## config.mk

```make
export PLATFORM = sky130hd
export DESIGN_NAME = dac_two_wire_write_slave
export DESIGN_NICKNAME = d
export VERILOG_FILES = /design/src/dac_link_pkg.sv /design/src/dac_link_if.sv /design/src/dac_two_wire_write_slave.sv /design/src/line_sampler.sv /design/src/dac_output_latch.sv
export VERILOG_INCLUDE_DIRS = /design/src
export SDC_FILE = /design/constraint.sdc
export NUM_CORES = 1
export LEC_CHECK = 0
export ABC_CLOCK_PERIOD_IN_PS = 4500
export BUFFER_PORTS_ARGS = -buffer_cell sky130_fd_sc_hd__buf_4
export CAP_MARGIN = 30
export CORE_MARGIN = 3
export CORE_UTILIZATION = 55
export DETAILED_ROUTE_END_ITERATION = 6
export PLACE_DENSITY = 0.71
export SLEW_MARGIN = 5
export SYNTH_ARGS = -nofsm -noshare
export SYNTH_HDL_FRONTEND = slang
export SYNTH_SLANG_ARGS = --single-unit
```

## constraint.sdc

```tcl
create_clock -name clk_in -period 4.5 [get_ports clk_in]
set_input_delay 0.45 -clock clk_in [delete_from_list [all_inputs] [get_ports clk_in]]
set_output_delay 0.45 -clock clk_in [all_outputs]
set_load 0.02 [all_outputs]
```

## src/dac_link_defines.svh

```systemverilog
/*
  Constants of the two-wire DAC receiver: addresses, command byte fields,
  widths and reset values.
  Assumes it is included by bare name from the package and the modules.
*/
`ifndef DAC_LINK_DEFINES_SVH
`define DAC_LINK_DEFINES_SVH

`define SYNC_ADDR 7'h7e
`define ADDR_UPPER_STD 4'h4
`define ADDR_UPPER_ALT 4'h3
`define FIXED_ADDR_STD 7'h20
`define FIXED_ADDR_ALT 7'h21

`define CMD_SYNC_BIT 0
`define CMD_PD_BIT 1
`define CMD_REF_BIT 2
`define CTRL_W 3
`define CODE_W 10
`define LOW_W 8
`define BYTE_BITS 4'h8
`define BIT_ZERO 4'h0

`define CTRL_RESET 3'h0
`define CODE_RESET 10'h000
`define BYTE_RESET 8'h00

`define PIN_W 5
`define PIN_RESET 5'h03
`define PREV_RESET 2'h3

`endif

```

## src/dac_link_pkg.sv

```systemverilog
/*
  Types of the two-wire DAC receiver: receiver states and the state records
  of each module.
  Assumes dac_link_defines.svh is on the include path.
*/
`include "dac_link_defines.svh"

package dac_link_pkg;

  typedef enum logic [2:0] {ST_IDLE, ST_ADDR, ST_CMD, ST_LOW, ST_HIGH, ST_IGNORE} rx_state_t;

  typedef struct packed {
    rx_state_t st;
    logic [3:0] cnt;
    logic [7:0] sh;
    logic ack;
    logic sync_hit;
    logic addressed;
    logic [`CTRL_W-1:0] ctrl_in;
    logic [`LOW_W-1:0] low_tmp;
    logic [`CODE_W-1:0] code_in;
    logic sda_oe_n;
    logic sda_lvl;
    logic load;
    logic pd_load;
    logic clear;
  } rx_regs_t;

  typedef struct packed {
    logic [`PIN_W-1:0] s1;
    logic [`PIN_W-1:0] s2;
    logic [1:0] prev;
  } sampler_regs_t;

  typedef struct packed {
    logic [`CODE_W-1:0] code;
    logic pd;
    logic iref;
  } latch_regs_t;

endpackage

```

## src/dac_link_if.sv

```systemverilog
/*
  Interfaces between the receiver modules: sampled line events, and the
  update requests toward the output latch.
  Assumes the package is compiled first.
*/
`timescale 1ns/1ps
`include "dac_link_defines.svh"

interface line_if;
  logic scl;
  logic sda;
  logic scl_rise;
  logic scl_fall;
  logic start;
  logic stop;
  logic [2:0] addr_pins;
  modport src(output scl, sda, scl_rise, scl_fall, start, stop, addr_pins);
  modport dst(input scl, sda, scl_rise, scl_fall, start, stop, addr_pins);
endinterface

interface upd_if;
  logic load;
  logic pd_load;
  logic clear;
  logic [`CODE_W-1:0] code;
  logic [`CTRL_W-1:0] ctrl;
  modport src(output load, pd_load, clear, code, ctrl);
  modport dst(input load, pd_load, clear, code, ctrl);
endinterface

```

## src/dac_two_wire_write_slave.sv

```systemverilog
/*
  Receive-only two-wire slave of a 10-bit DAC: address decode, acknowledge,
  command and data input registers, STOP and SYNC driven output update.
  Assumes SDA and SCL come from an open-drain bus with pull-ups and that
  clk_in runs many times faster than SCL.
*/
`timescale 1ns/1ps
`include "dac_link_defines.svh"

// What this block does
// - Transactions open with START, seen as SDA falling while SCL high.
// - Transactions close with STOP, seen as SDA rising while SCL high.
// - Receive only; SDA is driven solely for acknowledges.
// - Accepted bytes are acknowledged by holding SDA low through ninth pulse.
// - Each data bit is sampled on the rising SCL edge.
// - Write address, then command byte; both acknowledged, command latched.
// - Low then high data byte follow, each acknowledged and latched.
// - STOP with stop update selected copies input to output registers.
// - Strapped variant address is four fixed upper bits plus three pins.
// - Pinless variant uses one of two fixed addresses.
// - Command bit0 sync select, bit1 power down, bit2 reference; rest ignored.
// - Sync select 1 updates only on SYNC command; 0 updates at STOP.
// - SYNC update happens on rising SCL of the SYNC acknowledge.
// - Power down select applies at next STOP, data kept, output floats.
// - Reference select 0 means supply, 1 means internal bandgap.
// - Code is high byte bits 1..0 above the whole low byte.
// - Repeated STARTs chain devices; the final STOP updates all together.
// - Send byte loads only the command, leaving data registers intact.
// - START or STOP between command ack and last data ack drops data.
// - START or STOP before the command ack drops the command.
// - The shared SYNC address is also answered as a quick command.
// - SYNC flag 1 updates if sync selected; flag 0 clears all latches.
module dac_two_wire_write_slave
  import dac_link_pkg::*;
#(
  parameter bit PINLESS = 1'b0,
  parameter logic [3:0] ADDR_UPPER = `ADDR_UPPER_STD,
  parameter logic [6:0] FIXED_ADDR = `FIXED_ADDR_STD
) (
  input wire logic clk_in,
  input wire logic sys_rst_in,
  input wire logic scl_in,
  input wire logic sda_in,
  input wire logic addr_select_pin0_in,
  input wire logic addr_select_pin1_in,
  input wire logic addr_select_pin2_in,
  output logic sda_out,
  output logic sda_oe_n_out,
  output logic [`CODE_W-1:0] dac_code_out,
  output logic power_down_out,
  output logic internal_ref_out
);

  generate
    if (ADDR_UPPER != `ADDR_UPPER_STD && ADDR_UPPER != `ADDR_UPPER_ALT) begin : g_bad_upper
      $error("ADDR_UPPER must be one of the two factory prefixes");
    end
    if (FIXED_ADDR != `FIXED_ADDR_STD && FIXED_ADDR != `FIXED_ADDR_ALT) begin : g_bad_fixed
      $error("FIXED_ADDR must be one of the two factory addresses");
    end
  endgenerate

  line_if ln();
  upd_if up();

  rx_regs_t q;
  rx_regs_t d;

  function automatic logic own_match(input logic [6:0] a, input logic [2:0] pins);
    if (PINLESS) begin
      own_match = (a == FIXED_ADDR);
    end else begin
      own_match = (a == {ADDR_UPPER, pins});
    end
  endfunction

  line_sampler u_sampler (
    .clk_in(clk_in),
    .sys_rst_in(sys_rst_in),
    .pins_in({addr_select_pin2_in, addr_select_pin1_in, addr_select_pin0_in, sda_in, scl_in}),
    .ln(ln)
  );

  always_comb begin
    d = q;
    d.load = 1'b0;
    d.pd_load = 1'b0;
    d.clear = 1'b0;
    if (ln.stop) begin
      // A STOP ends any transfer; only an addressed device updates
      if (q.addressed) begin
        d.pd_load = 1'b1;
        if (!q.ctrl_in[`CMD_SYNC_BIT]) begin
          d.load = 1'b1;
        end
      end
      d.st = ST_IDLE;
      d.cnt = `BIT_ZERO;
      d.ack = 1'b0;
      d.sda_oe_n = 1'b1;
      d.addressed = 1'b0;
      d.sync_hit = 1'b0;
    end else if (ln.start) begin
      // Partial bytes die here; committed registers stay
      d.st = ST_ADDR;
      d.cnt = `BIT_ZERO;
      d.ack = 1'b0;
      d.sda_oe_n = 1'b1;
      d.sync_hit = 1'b0;
    end else if (q.st != ST_IDLE) begin
      if (ln.scl_rise) begin
        if (q.st != ST_IGNORE && q.cnt < `BYTE_BITS) begin
          d.sh = {q.sh[6:0], ln.sda};
          d.cnt = q.cnt + 4'h1;
        end else if (q.cnt == `BYTE_BITS) begin
          d.cnt = `BIT_ZERO;
          if (q.ack) begin
            case (q.st)
              ST_ADDR: begin
                if (q.sync_hit) begin
                  // Acts on the rising edge of the SYNC acknowledge
                  if (q.sh[0]) begin
                    if (q.ctrl_in[`CMD_SYNC_BIT]) begin
                      d.load = 1'b1;
                    end
                  end else begin
                    d.clear = 1'b1;
                    d.ctrl_in = `CTRL_RESET;
                    d.low_tmp = `BYTE_RESET;
                    d.code_in = `CODE_RESET;
                  end
                  d.st = ST_IGNORE;
                end else begin
                  d.st = ST_CMD;
                  d.addressed = 1'b1;
                end
              end
              ST_CMD: begin
                // Upper command bits are don't care
                d.ctrl_in = q.sh[`CTRL_W-1:0];
                d.st = ST_LOW;
              end
              ST_LOW: begin
                d.low_tmp = q.sh;
                d.st = ST_HIGH;
              end
              ST_HIGH: begin
                // Both data bytes commit together at the last acknowledge
                d.code_in = {q.sh[1:0], q.low_tmp};
                d.st = ST_IGNORE;
              end
              default: begin
                d.st = ST_IGNORE;
              end
            endcase
          end
        end
      end else if (ln.scl_fall) begin
        if (q.ack && q.cnt == `BIT_ZERO) begin
          d.ack = 1'b0;
          d.sda_oe_n = 1'b1;
        end else if (q.st != ST_IGNORE && q.cnt == `BYTE_BITS && !q.ack) begin
          // The master has released SDA for the ninth pulse
          case (q.st)
            ST_ADDR: begin
              if (own_match(q.sh[7:1], ln.addr_pins) && !q.sh[0]) begin
                d.ack = 1'b1;
                d.sda_oe_n = 1'b0;
              end else if (q.sh[7:1] == `SYNC_ADDR) begin
                d.ack = 1'b1;
                d.sda_oe_n = 1'b0;
                d.sync_hit = 1'b1;
              end else begin
                d.st = ST_IGNORE;
              end
            end
            default: begin
              d.ack = 1'b1;
              d.sda_oe_n = 1'b0;
            end
          endcase
        end
      end
    end
  end

  always_ff @(posedge clk_in) begin
    if (sys_rst_in) begin
      q <= '{st: ST_IDLE, cnt: `BIT_ZERO, sh: `BYTE_RESET, ack: 1'b0, sync_hit: 1'b0,
             addressed: 1'b0, ctrl_in: `CTRL_RESET, low_tmp: `BYTE_RESET,
             code_in: `CODE_RESET, sda_oe_n: 1'b1, sda_lvl: 1'b0, load: 1'b0,
             pd_load: 1'b0, clear: 1'b0};
    end else begin
      q <= d;
    end
  end

  assign up.load = q.load;
  assign up.pd_load = q.pd_load;
  assign up.clear = q.clear;
  assign up.code = q.code_in;
  assign up.ctrl = q.ctrl_in;

  // The pin only ever pulls low; the enable decides when
  assign sda_out = q.sda_lvl;
  assign sda_oe_n_out = q.sda_oe_n;

  dac_output_latch u_latch (
    .clk_in(clk_in),
    .sys_rst_in(sys_rst_in),
    .up(up),
    .code_out(dac_code_out),
    .pd_out(power_down_out),
    .iref_out(internal_ref_out)
  );
endmodule

```

## src/line_sampler.sv

```systemverilog
/*
  Two-flop synchroniser for the bus and strap pins, with clock edge and
  START/STOP detection on the synchronised levels.
  Assumes pins are asynchronous to clk_in and the bus clock is far slower.
*/
`timescale 1ns/1ps
`include "dac_link_defines.svh"

module line_sampler
  import dac_link_pkg::*;
(
  input wire logic clk_in,
  input wire logic sys_rst_in,
  input wire logic [`PIN_W-1:0] pins_in,
  line_if.src ln
);

  sampler_regs_t q;
  sampler_regs_t d;

  // Pin order: {sel2, sel1, sel0, sda, scl}
  always_comb begin
    d = q;
    d.s1 = pins_in;
    d.s2 = q.s1;
    d.prev = q.s2[1:0];
  end

  // Lines rest released high while idle
  always_ff @(posedge clk_in) begin
    if (sys_rst_in) begin
      q <= '{s1: `PIN_RESET, s2: `PIN_RESET, prev: `PREV_RESET};
    end else begin
      q <= d;
    end
  end

  assign ln.scl = q.s2[0];
  assign ln.sda = q.s2[1];
  assign ln.scl_rise = q.s2[0] & ~q.prev[0];
  assign ln.scl_fall = ~q.s2[0] & q.prev[0];
  assign ln.start = q.s2[0] & q.prev[0] & q.prev[1] & ~q.s2[1];
  assign ln.stop = q.s2[0] & q.prev[0] & ~q.prev[1] & q.s2[1];
  assign ln.addr_pins = q.s2[4:2];

endmodule

```

## src/dac_output_latch.sv

```systemverilog
/*
  Output latches of the converter: code, reference choice and power-down.
  Assumes one-cycle load, power-down load and clear requests from the
  receiver; clear has priority.
*/
`timescale 1ns/1ps
`include "dac_link_defines.svh"

module dac_output_latch
  import dac_link_pkg::*;
(
  input wire logic clk_in,
  input wire logic sys_rst_in,
  upd_if.dst up,
  output logic [`CODE_W-1:0] code_out,
  output logic pd_out,
  output logic iref_out
);

  latch_regs_t q;
  latch_regs_t d;

  always_comb begin
    d = q;
    if (up.clear) begin
      d = '{code: `CODE_RESET, pd: 1'b0, iref: 1'b0};
    end else begin
      if (up.load) begin
        d.code = up.code;
        d.iref = up.ctrl[`CMD_REF_BIT];
      end
      if (up.pd_load) begin
        d.pd = up.ctrl[`CMD_PD_BIT];
      end
    end
  end

  always_ff @(posedge clk_in) begin
    if (sys_rst_in) begin
      q <= '{code: `CODE_RESET, pd: 1'b0, iref: 1'b0};
    end else begin
      q <= d;
    end
  end

  assign code_out = q.code;
  assign pd_out = q.pd;
  assign iref_out = q.iref;

endmodule

```

==> metrics.txt <==
final setup vio count=0; Flop pwr share=46.5%; fin worst setup slack=2.445 ns; Layout Utilization=66.51%; Setup crit start kind=register; clk sinks=67; Slew Limit Fails=0; dominant cell type by area after synthesis=dfxtp_1; Final Cell Area=0.003183 mm^2; RSZ-0062 raised after global routing=no; largest net degree at the start of global routing=49; H-tree depth=3; vias in the first global route=2,010; Pre-antenna DRT Iters=4; syn_nets=317; metal2 WL=2454 um; most frequent cells in the layout=dfxtp_1 (67), nor2_1 (33), nand2_1 (24); Final Cycle Share=45.67%; Final min period=2.055 ns; antenna fix cells=0; initial antenna violation count=0; GPL Wtd Cong=0.9359; DRC=0; Root Buffer=clkbuf_8; post-synth top area share=48.44%; Seq/Total Area, Yosys=48.44%; TritonCTS clock tree=done; footprint of the multi-input gates=0.001299 mm^2; Worst-Margin Slew=0.6613 ns; # rows=25; cts hold-fix bufs=0; P&R area growth vs syn=14.96%; Yosys Warn Count=0; PwrDens=406.9 mW/mm^2; fin nets=330; IO Count=21; Slew HR=55.86%; FMAX=0.4866 GHz; drt wl/cell=14.01 um; Synth Register Bits=67; crit path DAT=2.26 ns; final-report hold violation count=0; slowest CP cell=dfxtp_1; Hold WS=0.2992 ns; Die ar.=0.005922 mm^2; Starting DRT DRC Count=166; crit path cell chain=nor3b_1 -> a22o_1 -> nand2_1 -> a22oi_1 -> nor2_1; Top Layer Used=met4; Mapped Area=0.002769 mm^2; cells taking the most area after synthesis=dfxtp_1 (48%), mux2i_1 (5.8%), nor2_1 (4.5%), a21oi_1 (4.0%), a22oi_1 (3.5%); Die Wd=76.96 um; worst hold path type=in2reg; post-synthesis cell count=305; first-pass GRT wire length=9487 um; leak pwr=1.179 nW; VDD IR max=0.0002532 V; Clock Pin Slew Worst Setup and Hold Paths=0.07 ns; WP buf/inv=0; fraction of layout cells with a size suffix above 1=15.48%; Core Region=0.004786 mm^2; post-CTS sizing=0; family with the most delay on the worst path=flip-flops; pre-CTS setup slack=2.082 ns; clock network power share=50.6%; Max stage delay on crit path=0.75 ns; Switch Pwr=0.0002576 W; Pint=0.001038 W; Buffers on Ports=19; CP Capture Type=register; GRT Total Usage=19.86%; DP HPWL=3676 um; commonest non-fill, non-tap cell in the layout=dfxtp_1; CTS Buf Count=9; FF/Latch Area=0.001341 mm^2; Final ANT Viol Nets=0; WS Path Type=reg2reg; WL met1=2668 um; setup tns final=0 ns; DP Area=0.002912 mm^2; status=completed; Post-CTS Setup Bufs=0; Yosys cell types=45; Critical Path RT=4.70 ns; Fin Clk Skew=0.01220 ns; Starting Density=57.86%; Die Ht=76.96 um; syn_area_per_cell=9.078 um^2; met3 WL=267 um; overall via count from detail_route=2,166; Fillers=410; clk_lat worst skew=0.34 ns; GR Overflow Total=0; Comb power frac=2.9%; Detailed Route WL=5464 um; Sw Ratio=19.89%; drt via density=5.554; crit-path max FO=20; Clock Path Buffers=2; Max Cap Viol=0
## flip-flops by register name, summed over array words and instances, names as in the netlist, 2 cells and up
| signal | flops |
|---|---|
| q | 26 |
| u_latch.code_out | 10 |
| up.code | 10 |
| u_sampler.d | 5 |
| u_sampler.ln.addr_pins | 3 |
| up.ctrl | 3 |
| u_sampler.q | 2 |
## through the flow
step / total power (W) / instances
after floorplan: 0.0006438 / 305
after global placement: 0.0006521 / 373
after detailed placement: 0.0006527 / 373
after CTS: 0.001308 / 389
after global routing: 0.001336 / 390
final: 0.001295 / 390
## power by group through the flow
stage / logic (W) / clock network [W] / registers, W
floorplan: 0.0000303 / 0 / 0.000613
global placement: 0.0000363 / 0 / 0.000616
detailed placement: 0.0000368 / 0 / 0.000616
CTS: 0.0000370 / 0.000669 / 0.000602
global route: 0.0000409 / 0.000693 / 0.000603
finish: 0.0000370 / 0.000656 / 0.000602
## synth_stat cells, drive strengths merged
cell     instances
a2111oi          2
a211oi           2
a21o             1
a21oi           22
a221o            2
a22o             1
a22oi           13
a31oi            3
and2             1
and3             3
and4             1
buf              9
clkbuf          10
conb             1
dfxtp           67
ha               5
inv             10
mux2i           16
nand2           25
nand2b           3
nand3           11
nand3b           5
nand4           10
nor2            33
nor2b            9
nor3             5
nor3b            4
nor4             2
o211ai           2
o21a             1
o21ai            6
o21ba            1
o21bai           1
o221ai           1
o31ai            2
or2              8
or2b             1
xnor2            1
xor2             5
## worst paths after layout
kind | start | to | slack (ns) | cells past startpoint
worst max-delay path | q[41] | up.code[3] | 2.45 | 5
worst min-delay path | sda_in | u_sampler.d[3] | 0.30 | 2
worst max register to register | q[41] | up.code[3] | 2.45 | 5
worst min register to register | u_sampler.d[2] | u_sampler.ln.scl | 0.41 | 1
## cells by family (layout without fill, tap and decap cells)
logic type,count (synthesis),in the layout,share of synthesized area (%)
AOI/OAI and AO/OA,60,60,14.55
xor gates and xnor gates,6,6,2.169
adders and majority gates,5,5,2.259
buffers and inverters,29,47,4.655
DFF,67,67,48.44
muxes,16,16,5.784
other,1,1,0.1354
and+or+nand+nor,121,121,22.01
## final cells by class
cell class              instances  area share [%]
clock inverters                 6           4.285
inverters                      10           1.179
flip-flops and latches         67           42.14
repair buffers                 21           4.953
clock buffers                  10           4.009
well taps                      67           2.634
multi-input cells             209           40.80
## metal layers
metal	vias to the layer above	global-route usage, %
met4	0	9.964
met3	7	4.460
met1	1002	27.39
met2	60	29.09
li1	1097	-
met5	-	0
Power figures use the tool's default switching activity.
